<file path="config.mk">
export PLATFORM = sky130hd
export DESIGN_NAME = cbt_bit_timing
export DESIGN_NICKNAME = d
export VERILOG_FILES = /design/src/verilog/cbt_pkg.sv /design/src/verilog/cbt_rx_sampler.sv /design/src/verilog/cbt_bit_timing.sv
export SDC_FILE = /design/constraint.sdc
export NUM_CORES = 1
export LEC_CHECK = 0
export ABC_AREA = 0
export BUFFER_PORTS_ARGS = -buffer_cell sky130_fd_sc_hd__buf_4
export CELL_PAD_IN_SITES_DETAIL_PLACEMENT = 1
export CELL_PAD_IN_SITES_GLOBAL_PLACEMENT = 1
export CORE_UTILIZATION = 39
export CTS_CLUSTER_SIZE = 20
export DETAILED_ROUTE_END_ITERATION = 16
export GPL_TIMING_DRIVEN = 0
export MAX_ROUTING_LAYER = met4
export PLACE_DENSITY_LB_ADDON = 0.1
export RECOVER_POWER = 50
export SLEW_MARGIN = 20
export SYNTH_ARGS = -nofsm -noshare
export SYNTH_HDL_FRONTEND = slang
export SYNTH_SLANG_ARGS = --single-unit
</file>
<file path="constraint.sdc">
create_clock -name CLOCK_IN -period 4.2 [get_ports CLOCK_IN]
set_input_delay 0.84 -clock CLOCK_IN [delete_from_list [all_inputs] [get_ports CLOCK_IN]]
set_output_delay 0.84 -clock CLOCK_IN [all_outputs]
set_load 0.03 [all_outputs]
</file>
<file path="src/verilog/cbt_pkg.sv">
// shared constants and types of the can bit timing block
`default_nettype none

package cbt_pkg;

  // register byte offsets on the wishbone slave
  localparam int unsigned CBT_ADR_W = 4;
  localparam logic [3:0] CBT_OFS_CFG1 = 4'h0;
  localparam logic [3:0] CBT_OFS_CFG2 = 4'h4;
  localparam logic [3:0] CBT_OFS_CTRL = 4'h8;
  localparam logic [3:0] CBT_OFS_STAT = 4'hC;

  // first_timing_config_register fields
  localparam int unsigned CBT_PRESC_LSB = 0;
  localparam int unsigned CBT_PRESC_W = 6;
  localparam int unsigned CBT_SJW_LSB = 6;
  localparam int unsigned CBT_SJW_W = 2;
  localparam int unsigned CBT_CFG1_W = 8;

  // second_timing_config_register fields
  localparam int unsigned CBT_SEG_W = 3;
  localparam int unsigned CBT_PROP_LSB = 0;
  localparam int unsigned CBT_PH1_LSB = 3;
  localparam int unsigned CBT_SAM_BIT = 6;
  localparam int unsigned CBT_PH2SEL_BIT = 7;
  localparam int unsigned CBT_PH2_LSB = 8;
  localparam int unsigned CBT_CFG2_W = 11;

  // control register: module_clock_source_select
  localparam int unsigned CBT_SRC_BIT = 0;

  // status register bit positions
  localparam int unsigned CBT_ST_BIT = 0;
  localparam int unsigned CBT_ST_RX = 1;
  localparam int unsigned CBT_ST_SEG_LSB = 2;
  localparam int unsigned CBT_ST_HS = 4;
  localparam int unsigned CBT_ST_RSD = 5;

  // reset values
  localparam logic [7:0] CBT_CFG1_RST = 8'h00;
  localparam logic [10:0] CBT_CFG2_RST = 11'h000;
  localparam logic CBT_SRC_RST = 1'b0;

  // timing constants, in full clocks or quanta
  localparam logic [1:0] CBT_FCY_LAST = 2'h3;
  localparam logic [3:0] CBT_PROC_TQ = 4'h2;
  localparam logic [3:0] CBT_ONE_TQ = 4'h1;

  typedef enum logic [1:0] {
    CBT_SEG_SYNC,
    CBT_SEG_PROP,
    CBT_SEG_PH1,
    CBT_SEG_PH2
  } cbt_seg_e;

endpackage

`default_nettype wire

</file>
<file path="src/verilog/cbt_rx_sampler.sv">
// receive pin synchroniser, edge detector and three-sample majority vote
`default_nettype none

module cbt_rx_sampler
  import cbt_pkg::*;
(
  // clock and reset
  input wire logic clk_in,
  input wire logic arst_n_in,
  input wire logic ce_in,
  // pin and timing
  input wire logic rx_pin_in,
  input wire logic half_tick_in,
  // results
  output logic rx_now_out,
  output logic fall_edge_out,
  output logic vote_out
);

  typedef struct packed {
    logic sync1;
    logic sync2;
    logic prev;
    logic h1;
    logic h2;
  } cbt_smp_s;

  cbt_smp_s s_r;
  cbt_smp_s s_nxt;

  always_comb begin
    s_nxt = s_r;
    s_nxt.sync1 = rx_pin_in;
    s_nxt.sync2 = s_r.sync1;
    s_nxt.prev = s_r.sync2;
    // history one and two half quanta back from the current level
    if (half_tick_in) begin
      s_nxt.h1 = s_r.sync2;
      s_nxt.h2 = s_r.h1;
    end
  end

  always_ff @(posedge clk_in or negedge arst_n_in) begin
    if (!arst_n_in) begin
      s_r <= '1;
    end else if (ce_in) begin
      s_r <= s_nxt;
    end
  end

  assign rx_now_out = s_r.sync2;
  // recessive is high, so a start edge is a fall
  assign fall_edge_out = s_r.prev & ~s_r.sync2;
  assign vote_out = (s_r.sync2 & s_r.h1) | (s_r.sync2 & s_r.h2) |
                    (s_r.h1 & s_r.h2);

endmodule

`default_nettype wire

</file>
<file path="src/verilog/cbt_bit_timing.sv">
// can bit timing logic with wishbone register slave
//
// Decided for this implementation: the register offsets and the Wishbone register port.
`default_nettype none

module cbt_bit_timing
  import cbt_pkg::*;
(
  // clock, reset and enable
  input wire logic CLOCK_IN,
  input wire logic ARST_N_IN,
  input wire logic CE_IN,
  // wishbone slave
  input wire logic WB_CYC_IN,
  input wire logic WB_STB_IN,
  input wire logic WB_WE_IN,
  input wire logic [CBT_ADR_W-1:0] WB_ADR_IN,
  input wire logic [3:0] WB_SEL_IN,
  input wire logic [31:0] WB_DAT_IN,
  output logic [31:0] WB_DAT_OUT,
  output logic WB_ACK_OUT,
  // can bus side and frame logic
  input wire logic CAN_RX_IN,
  input wire logic BUS_IDLE_IN,
  output logic SAMPLE_BIT_OUT,
  output logic SAMPLE_STROBE_OUT,
  output logic BIT_START_OUT,
  output logic TQ_TICK_OUT,
  output logic HARD_SYNC_OUT
);

  typedef struct packed {
    logic [CBT_CFG1_W-1:0] cfg1;
    logic [CBT_CFG2_W-1:0] cfg2;
    logic src_sel;
    logic ack;
    logic [31:0] dat;
    logic [1:0] div;
    logic [CBT_PRESC_W-1:0] presc;
    logic half_ph;
    cbt_seg_e seg;
    logic [3:0] cnt;
    logic [2:0] ext;
    logic [2:0] shrink;
    logic hs_bit;
    logic rs_done;
    logic bit_val;
    logic sample_stb;
    logic bit_start;
    logic tq_tick;
    logic hard_sync;
  } cbt_state_s;

  cbt_state_s s_r;
  cbt_state_s s_nxt;

  logic rx_now;
  logic fall_edge;
  logic vote;
  logic half_tick;

  cbt_rx_sampler u_sampler (
    .clk_in(CLOCK_IN),
    .arst_n_in(ARST_N_IN),
    .ce_in(CE_IN),
    .rx_pin_in(CAN_RX_IN),
    .half_tick_in(half_tick),
    .rx_now_out(rx_now),
    .fall_edge_out(fall_edge),
    .vote_out(vote)
  );

  // decoded configuration
  logic [CBT_PRESC_W-1:0] presc_val;
  logic [3:0] prop_len;
  logic [3:0] ph1_len;
  logic [3:0] ph2_prog;
  logic [3:0] ph2_base;
  logic [3:0] ph1_eff;
  logic [3:0] ph2_eff;
  logic [4:0] sjw_len;
  logic mod_ce;
  logic tq;
  logic wb_req;

  always_comb begin
    presc_val = s_r.cfg1[CBT_PRESC_LSB +: CBT_PRESC_W];
    sjw_len = {3'h0, s_r.cfg1[CBT_SJW_LSB +: CBT_SJW_W]} + 5'h01;
    prop_len = {1'b0, s_r.cfg2[CBT_PROP_LSB +: CBT_SEG_W]} + 4'h1;
    ph1_len = {1'b0, s_r.cfg2[CBT_PH1_LSB +: CBT_SEG_W]} + 4'h1;
    ph2_prog = {1'b0, s_r.cfg2[CBT_PH2_LSB +: CBT_SEG_W]} + 4'h1;
    // phase two follows phase one, never below 2 quanta, unless programmed
    if (s_r.cfg2[CBT_PH2SEL_BIT]) begin
      ph2_base = ph2_prog;
    end else if (ph1_len > CBT_PROC_TQ) begin
      ph2_base = ph1_len;
    end else begin
      ph2_base = CBT_PROC_TQ;
    end
    ph1_eff = ph1_len + {1'b0, s_r.ext};
    ph2_eff = ph2_base - {1'b0, s_r.shrink};
    // module clock is the full clock, or a quarter of it
    mod_ce = ~s_r.src_sel | (s_r.div == CBT_FCY_LAST);
    half_tick = mod_ce & (s_r.presc == presc_val);
    tq = half_tick & s_r.half_ph;
    wb_req = WB_CYC_IN & WB_STB_IN;
  end

  // a request is read on its first cycle and written on its ack cycle
  logic rd_take;
  logic wr_take;

  always_comb begin
    rd_take = wb_req & ~s_r.ack;
    wr_take = wb_req & WB_WE_IN & s_r.ack;
  end

  // status word, polled by software
  logic [31:0] stat_word;

  always_comb begin
    stat_word = 32'h00000000;
    stat_word[CBT_ST_BIT] = s_r.bit_val;
    stat_word[CBT_ST_RX] = rx_now;
    stat_word[CBT_ST_SEG_LSB +: $bits(cbt_seg_e)] = s_r.seg;
    stat_word[CBT_ST_HS] = s_r.hs_bit;
    stat_word[CBT_ST_RSD] = s_r.rs_done;
  end

  // read data is chosen here and registered when the request is taken
  logic [31:0] rd_word;

  always_comb begin
    case (WB_ADR_IN)
      CBT_OFS_CFG1: rd_word = {24'h000000, s_r.cfg1};
      CBT_OFS_CFG2: rd_word = {21'h000000, s_r.cfg2};
      CBT_OFS_CTRL: rd_word = {31'h00000000, s_r.src_sel};
      CBT_OFS_STAT: rd_word = stat_word;
      default: rd_word = 32'h00000000;
    endcase
  end

  // phase error, in quanta since the end of the sync segment
  logic [4:0] err;
  logic [4:0] left;
  logic [2:0] adj;
  logic early_end;

  always_comb begin
    err = 5'h00;
    left = 5'h00;
    early_end = 1'b0;
    case (s_r.seg)
      CBT_SEG_PROP: begin
        err = {1'b0, s_r.cnt} + 5'h01;
      end
      CBT_SEG_PH1: begin
        err = {1'b0, prop_len} + {1'b0, s_r.cnt} + 5'h01;
      end
      CBT_SEG_PH2: begin
        left = {1'b0, ph2_eff} - {1'b0, s_r.cnt};
        // edge close enough to the bit end to open the next bit at once
        early_end = (left <= sjw_len);
      end
      default: ; // edge inside sync: no phase error
    endcase
    // lengthening never goes past the jump width
    adj = (err < sjw_len) ? err[2:0] : sjw_len[2:0];
  end

  always_comb begin
    s_nxt = s_r;
    s_nxt.sample_stb = 1'b0;
    s_nxt.bit_start = 1'b0;
    s_nxt.tq_tick = 1'b0;
    s_nxt.hard_sync = 1'b0;

    // wishbone: answer one cycle after the request, write on the ack edge
    s_nxt.ack = rd_take;
    if (rd_take) begin
      s_nxt.dat = rd_word;
    end
    if (wr_take) begin
      case (WB_ADR_IN)
        CBT_OFS_CFG1: begin
          if (WB_SEL_IN[0]) begin
            s_nxt.cfg1 = WB_DAT_IN[CBT_CFG1_W-1:0];
          end
        end
        CBT_OFS_CFG2: begin
          if (WB_SEL_IN[0]) begin
            s_nxt.cfg2[7:0] = WB_DAT_IN[7:0];
          end
          if (WB_SEL_IN[1]) begin
            s_nxt.cfg2[CBT_CFG2_W-1:8] = WB_DAT_IN[CBT_CFG2_W-1:8];
          end
        end
        CBT_OFS_CTRL: begin
          if (WB_SEL_IN[0]) begin
            s_nxt.src_sel = WB_DAT_IN[CBT_SRC_BIT];
          end
        end
        default: ;
      endcase
    end

    // clock division down to half quanta
    s_nxt.div = s_r.div + 2'h1;
    if (half_tick) begin
      s_nxt.presc = '0;
      s_nxt.half_ph = ~s_r.half_ph;
    end else if (mod_ce) begin
      s_nxt.presc = s_r.presc + 6'h01;
    end
    s_nxt.tq_tick = tq;

    // segment sequencer, one step per quantum
    if (tq) begin
      s_nxt.cnt = s_r.cnt + 4'h1;
      case (s_r.seg)
        CBT_SEG_SYNC: begin
          if (s_r.cnt == CBT_ONE_TQ - 4'h1) begin
            s_nxt.seg = CBT_SEG_PROP;
            s_nxt.cnt = 4'h0;
          end
        end
        CBT_SEG_PROP: begin
          if (s_r.cnt == prop_len - 4'h1) begin
            s_nxt.seg = CBT_SEG_PH1;
            s_nxt.cnt = 4'h0;
          end
        end
        CBT_SEG_PH1: begin
          if (s_r.cnt == ph1_eff - 4'h1) begin
            s_nxt.seg = CBT_SEG_PH2;
            s_nxt.cnt = 4'h0;
            s_nxt.sample_stb = 1'b1;
            s_nxt.bit_val = s_r.cfg2[CBT_SAM_BIT] ? vote : rx_now;
            s_nxt.rs_done = 1'b0;
          end
        end
        CBT_SEG_PH2: begin
          if (s_r.cnt == ph2_eff - 4'h1) begin
            s_nxt.seg = CBT_SEG_SYNC;
            s_nxt.cnt = 4'h0;
            s_nxt.ext = 3'h0;
            s_nxt.shrink = 3'h0;
            s_nxt.hs_bit = 1'b0;
            s_nxt.bit_start = 1'b1;
          end
        end
        default: begin
          s_nxt.seg = CBT_SEG_SYNC;
          s_nxt.cnt = 4'h0;
        end
      endcase
    end

    // edge handling takes priority over the normal quantum step
    if (fall_edge) begin
      if (BUS_IDLE_IN) begin
        s_nxt.seg = CBT_SEG_SYNC;
        s_nxt.cnt = 4'h0;
        s_nxt.presc = '0;
        s_nxt.half_ph = 1'b0;
        // the quarter divider restarts too, else the first quantum is short
        s_nxt.div = '0;
        s_nxt.ext = 3'h0;
        s_nxt.shrink = 3'h0;
        s_nxt.hs_bit = 1'b1;
        s_nxt.rs_done = 1'b1;
        s_nxt.bit_start = 1'b1;
        s_nxt.hard_sync = 1'b1;
        s_nxt.sample_stb = 1'b0;
        s_nxt.bit_val = s_r.bit_val;
      end else if (~s_r.rs_done & ~s_r.hs_bit) begin
        s_nxt.rs_done = 1'b1;
        case (s_r.seg)
          CBT_SEG_PROP: begin
            s_nxt.ext = adj;
          end
          CBT_SEG_PH1: begin
            s_nxt.ext = adj;
          end
          CBT_SEG_PH2: begin
            if (early_end) begin
              s_nxt.seg = CBT_SEG_SYNC;
              s_nxt.cnt = 4'h0;
              s_nxt.presc = '0;
              s_nxt.half_ph = 1'b0;
              s_nxt.div = '0;
              s_nxt.ext = 3'h0;
              s_nxt.shrink = 3'h0;
              s_nxt.bit_start = 1'b1;
            end else begin
              s_nxt.shrink = sjw_len[2:0];
            end
          end
          default: ;
        endcase
      end
    end
  end

  // a low clock enable freezes everything, bus handshake included
  always_ff @(posedge CLOCK_IN or negedge ARST_N_IN) begin
    if (!ARST_N_IN) begin
      s_r <= '0;
      s_r.cfg1 <= CBT_CFG1_RST;
      s_r.cfg2 <= CBT_CFG2_RST;
      s_r.src_sel <= CBT_SRC_RST;
      s_r.seg <= CBT_SEG_SYNC;
      s_r.bit_val <= 1'b1;
    end else if (CE_IN) begin
      s_r <= s_nxt;
    end
  end

  assign WB_DAT_OUT = s_r.dat;
  assign WB_ACK_OUT = s_r.ack;
  assign SAMPLE_BIT_OUT = s_r.bit_val;
  assign SAMPLE_STROBE_OUT = s_r.sample_stb;
  assign BIT_START_OUT = s_r.bit_start;
  assign TQ_TICK_OUT = s_r.tq_tick;
  assign HARD_SYNC_OUT = s_r.hard_sync;

endmodule

`default_nettype wire

</file>
# Word-level counts from Yosys, hierarchy flattened
# Index checks and enable logic that the tools add are counted.
# word_totals
reg_bits	86
inputBits	48
output_inout_bits	38
word_cells	126
# op_classes
addsub	16
order_cmp	3
eq_ne	12
mux	39
bitwise	20
n_reduce_logical	11
# op_table
cell	n
11-bit one-hot mux with 4 select lines	1
21-bit 2-to-1 mux	2
6-bit 2-to-1 mux	5
26-bit 2-to-1 mux	1
6-bit one-hot mux with 4 select lines	1
18-bit 2-to-1 mux	1
17-bit 2-to-1 mux	1
4-bit AND reduction	4
15-bit 2-to-1 mux	1
3-bit 2-to-1 mux	5
1-bit 2-to-1 mux	14
13-bit 2-to-1 mux	1
3-bit by 1-bit adder with 4-bit output, second input constant	3
4-bit equality test	3
4-bit by 1-bit subtractor with 4-bit output, second input constant	3
1-bit bitwise AND	11
5-bit one-hot mux with 2 select lines	1
4-bit equality test, second input constant	2
4-bit logical NOT	2
4-bit 2-to-1 mux	2
7-bit 2-to-1 mux	1
6-bit by 1-bit adder with 6-bit output, second input constant	1
2-bit equality test, second input constant	3
6-bit equality test	1
other kinds (22)	31

# Logic depth before layout (Yosys ltp)
# depth
ltp_word	15
depth_mapped	21
mapped_depth_nobuf	20

# Modules after synthesis
# Synthesis repeated with hierarchy kept, for this count alone.
# hier_totals
hier_cells	502
hier_area_um2	4775.8
# modules_own_cells
mod	instances	cells_each	area_per_inst_um2	seq_area_each_um2
cbt_bit_timing	1	489	4565.6	1502.7
cbt_rx_sampler	1	13	210.2	131.4

# Worst setup path after synthesis
# OpenSTA, ideal clock, no wires.
# synth_timing
kind	reg-to-reg
from	reg s_r[65] in the netlist's numbering
to	reg s_r[22] in the netlist's numbering
setup_ns	0.118
arrival_ns	3.849
required_time_ns	4.082
path_slack_ns	0.233
stages_incl_launch_ff	17
path_buffers	1
synth_period_minus_slack_ns	3.967
path_cell_list	dfrtp_1 -> ha_1 -> xor2_1 -> o21ai_0 -> mux2_2 -> inv_1 -> fa_1 -> fa_1 -> inv_1 -> ha_1 -> a211oi_1 -> o211ai_1 -> o211ai_1 -> or2_1 -> buf_2 -> o21ai_1 -> a21o_1
# synth_via
elab_chain_len	13
# synth_lines
element	line	rtl
start, declared	cbt_bit_timing.sv:54	cbt_state_s s_r;
start signal, assigned	cbt_bit_timing.sv:315	s_r <= s_nxt;
3-bit by 1-bit adder with 4-bit output *	cbt_bit_timing.sv:90	ph1_len = {1'b0, s_r.cfg2[CBT_PH1_LSB +: CBT_SEG_W]} + 4'h1;
4-bit by 2-bit greater-than comparator with 1-bit output	cbt_bit_timing.sv:95	end else if (ph1_len > CBT_PROC_TQ) begin
4-bit 2-to-1 mux *	cbt_bit_timing.sv:95	
4-bit 2-to-1 mux *	cbt_bit_timing.sv:93	if (s_r.cfg2[CBT_PH2SEL_BIT]) begin
4-bit by 3-bit subtractor with 4-bit output *	cbt_bit_timing.sv:101	ph2_eff = ph2_base - {1'b0, s_r.shrink};
4-bit by 4-bit subtractor with 5-bit output *	cbt_bit_timing.sv:161	left = {1'b0, ph2_eff} - {1'b0, s_r.cnt};
5-bit by 3-bit <= comparator with 1-bit output *	cbt_bit_timing.sv:163	early_end = (left <= sjw_len);
1-bit 2-to-1 mux *	cbt_bit_timing.sv:153	case (s_r.seg)
18-bit 2-to-1 mux *	cbt_bit_timing.sv:286	if (early_end) begin
15-bit 2-to-1 mux *	cbt_bit_timing.sv:278	case (s_r.seg)
21-bit 2-to-1 mux *	cbt_bit_timing.sv:276	end else if (~s_r.rs_done & ~s_r.hs_bit) begin
21-bit 2-to-1 mux *	cbt_bit_timing.sv:261	if (BUS_IDLE_IN) begin
26-bit 2-to-1 mux *	cbt_bit_timing.sv:260	if (fall_edge) begin
# Every way passes the cells marked *; elsewhere a longest branch is shown, timed or not.
# A chain may end at the register's enable or synchronous reset.

# Worst setup path in the final report
# layout_timing
from	reg s_r[66] in the netlist's numbering
to	reg s_r[23] in the netlist's numbering
# The elaborated chain is that of the path after synthesis.

==> results.py <==
metrics = {
    "floorplanning": {
        "num_rows": 39,
        "fp.dieH_um": 110,
        "initial_utilization_pct": 40.0,
        "dieArea_um2": 12100,
        "core_area_um2": 11400,
        "ios": 86,
        "die_w_um": 110,
    },
    "logic_synthesis": {
        "netlist_area_um2": 4570,
        "yosysUniqueCellTypes": 62,
        "synth_top_family_by_area": "compound AO/OA/AOI/OAI gates",
        "yosysSeqAreaShare_pct": 35.8,
        "synth_compound_area_share_pct": 15.2,
        "synth-xor-area-share_pct": 5.92,
        "synth.avg_cell_area_um2": 9.61,
        "synthCells": 475,
        "ys.flop_type": "dfrtp_1",
        "ys_ff_latch": 65,
        "ys_warn_count": 0,
        "synthAdderAreaFrac_pct": 11.6,
        "ys_async_sr_fraction_pct": 100,
        "synth.mux.area_fraction_pct": 9.04,
        "synth_edf_count": 0,
        "synth_simple_gate_area_share_pct": 12.6,
    },
    "power": {
        "vdd.ir_drop.worst_uv": 305,
        "seq_power_share_pct": 34.1,
        "p_leak_nw": 2.69,
        "p_clk_share_pct": 34.6,
        "power_switching_mw": 0.788,
        "cellPowerDensity_nw_per_um2": 411,
        "finalPower_mw": 2.32,
        "swShare_pct": 34.0,
        "comb_power_share_pct": 31.3,
        "intPower_mw": 1.53,
    },
    "sta": {
        "fin_crit_ns": 4.10,
        "fmax_mhz": 244,
        "hold_violations": 0,
        "slew_viol_final": 66,
        "relSlewSlack_pct": -12.0,
        "tightest_slew_ns": 1.68,
        "setup_viol": 0,
        "finClkSkew_ns": 0.00639,
        "period_share_pct": 97.6,
        "timing.final.ws_setup_ns": 0.100,
        "rsz0062_at_grt": "true",
    },
    "clock_tree": {
        "clk_latency_ns": 0.34,
        "cts_buffers": 9,
        "htreeDepth": 3,
        "path_clk_slew_ns": 0.06,
        "clockBufferDepth": 2,
        "ctsHoldBuffers": 0,
        "clockRootBuffer": "clkbuf_16",
        "cts_tree": "yes",
        "clock_sinks": 65,
    },
    "run_status": {
        "status": "finished, violations left",
        "violations": "capacitance limit, slew limit",
    },
    "detailed_routing": {
        "wl_per_cell_um": 17.8,
        "route.detailed.drc": 0,
        "dr.pass1.iters": 5,
        "ant_nets": 0,
        "via_per_inst": 5.23,
        "vias": 3701,
        "dr.first_iter.drc_count": 174,
        "drt-total-wl_mm": 12.6,
    },
    "cells_and_area": {
        "drive_gt1_share_pct": 28.5,
        "area_delta_synth_final_pct": 23.4,
        "final_nets": 647,
        "diodes": 0,
        "final_cell_area_um2": 5630,
    },
    "min_path": {
        "hold_path_class": "reg2reg",
        "hp-start": "WB_DAT_OUT[2]",
        "hold_depth": 2,
    },
    "global_route": {
        "overflow": 0,
        "grt_use_total_pct": 22.9,
        "first_global_vias": 3864,
        "grt_first_pass_wirelength_mm": 19.9,
        "grt_max_degree": 66,
        "antenna_found_initial": 0,
    },
    "worst_setup_path": {
        "worst_setup_path_start_kind": "flip-flop",
        "rr_worst_depth": 19,
        "crit_required_ns": 4.43,
        "cp-startpoint": "s_r[66]",
        "crit_type": "reg2reg",
        "slowest_stage": "fa_2",
        "reg2reg_from": "s_r[66]",
        "arrival_ns": 4.33,
        "crit_path_end_kind": "flip-flop",
        "cpPeakStageDelay_ns": 0.57,
        "crit_path_frequent_cell": "nor2_1",
        "crit_fanout": 8,
        "crit_chain": "inv_2, ha_4, nor2_1, nor2_1, nor2_1, o21ai_1, ha_2, fa_2, fa_2, inv_2, ha_4, a211oi_4, o211ai_1, buf_4, o211ai_1, or2_1, buf_6, o21ai_2, a21o_1",
    },
    "placement": {
        "portBuffers": 40,
        "pre_cts_slack_ns": -0.528,
        "placed_area_um2": 5120,
        "place.gp.congestion": 0.840,
        "hpwl_mm": 9.51,
    },
    "flow_run": {
        "maxCapViolCount": 1,
    },
}
through the flow:
stage | hold WS, ns | util (%) | TNS [ns] | cells
final | 0.490 | 49.3 | 0 | 707
after global routing | 0.504 | 49.3 | -0.535 | 707
after CTS | 0.493 | 48.6 | 0 | 703
after detailed placement | 0.480 | 44.8 | -6.40 | 678
after global placement | 0.469 | 44.8 | -5.61 | 678
after floorplan | 0.450 | - | 0 | 495
cells in the final DEF, fill, tap and decap left out, types with 4 or more instances in the layout:
cell / netlist / final
xnor2_1: 13 / 13
buf_4: 32 / 79
o21ai_0: 27 / 22
o211ai_1: 5 / 5
ha_4: 0 / 4
nor2b_1: 5 / 5
a22oi_1: 7 / 7
conb_1: 1 / 21
nor3_1: 8 / 7
a21oi_1: 9 / 9
a21o_1: 5 / 5
nand2_1: 35 / 35
inv_2: 1 / 5
o21ai_1: 11 / 12
dfrtp_1: 59 / 57
mux2_2: 32 / 32
nand3_1: 15 / 15
o22ai_1: 4 / 4
dfstp_2: 6 / 6
clkbuf_16: 0 / 9
o21ai_2: 0 / 4
a22o_1: 8 / 8
inv_1: 41 / 37
ha_1: 36 / 31
xor2_1: 16 / 15
clkbuf_1: 9 / 16
and3_1: 4 / 4
nand2b_1: 10 / 10
nor2_1: 16 / 16
critical path, delay by kind of cell, from the launching register on:
kind | cells | cell delay (ns)
adder cells (fa/ha/maj) | 5 | 1.63
AO/OA/AOI/OAI | 6 | 0.96
buffers and inverters | 4 | 0.51
AND/OR/NAND/NOR | 4 | 0.45
flip-flops | 1 | 0.44
cell families after synthesis:
group           Yosys count
buf+inv                  86
xor+xnor                 30
simple gates            113
other cells               1
mux                      36
compound gates          104
flops                    65
fa+ha+maj                40
sequential cells by signal, summed over array words and instances, names as in the netlist:
| register | cells |
|---|---|
| u_sampler.rx_now_out | 1 |
| u_sampler.s_nxt | 1 |
| s_r | 37 |
| presc_val | 6 |
| WB_ACK_OUT | 1 |
| WB_DAT_OUT | 11 |
| TQ_TICK_OUT | 1 |
| HARD_SYNC_OUT | 1 |
| u_sampler.s_r | 3 |
| SAMPLE_STROBE_OUT | 1 |
| SAMPLE_BIT_OUT | 1 |
| BIT_START_OUT | 1 |
synthesized netlist by cell type (8+ instances only):
cell type  number  area, um^2
nand2b_1       10        62.6
a21oi_1         9        45.0
nor3_1          8        40.0
buf_4          32         240
clkbuf_1        9        33.8
o21ai_0        27         135
nand2_1        35         131
a22o_1          8        70.1
dfrtp_1        59        1480
inv_1          41         154
xor2_1         16         140
nor2_1         16        60.1
mux2_2         32         360
o21ai_1        11        55.1
nand3_1        15        75.1
xnor2_1        13         114
ha_1           36         450
cell type report:
class | instances | area (um^2)
multi-input combinational | 344 | 2680
sequential | 65 | 1640
inverter | 42 | 158
clock buffer | 11 | 233
timing repair buffer | 53 | 377
buffer | 44 | 295
tap | 143 | 179
clock inverter | 5 | 78.8
fill | 1351 | 5780
power groups by stage:
stage	clock, mW	combinational (mW)	sequential, mW
after floorplan	0	0.464	0.795
after global placement	0	0.665	0.792
after detailed placement	0	0.685	0.797
after CTS	0.825	0.706	0.788
after global routing	0.849	0.803	0.800
final	0.802	0.725	0.789
path summary, 6_finish.rpt:
check	to	slack [ns]
worst max register to register	s_r[23]	0.1
worst max-delay path	s_r[23]	0.1
worst min-delay path	WB_DAT_OUT[2]	0.49
min in group asynchronous	s_r[10]	0.92
max in group asynchronous	s_r[66]	2.16
worst min register to register	WB_DAT_OUT[2]	0.49
layer usage:
metal	vias up	GRT usage [%]	share of wire, %
met1	1813	29.4	46
met4	0	7.71	1.9
met3	19	4.94	3.8
li1	1794	-	-
met2	75	36.0	48
met5	-	-	0
repair_timing:
action | 4_1_cts | 5_1_grt
buffers inserted | 9 | 5
pin swaps | 6 | 19
gates cloned | 0 | 0
setup endpoints to repair | 21 | 19
gates resized for setup | 12 | 19
No activity file was read; power rests on OpenSTA's default activity.
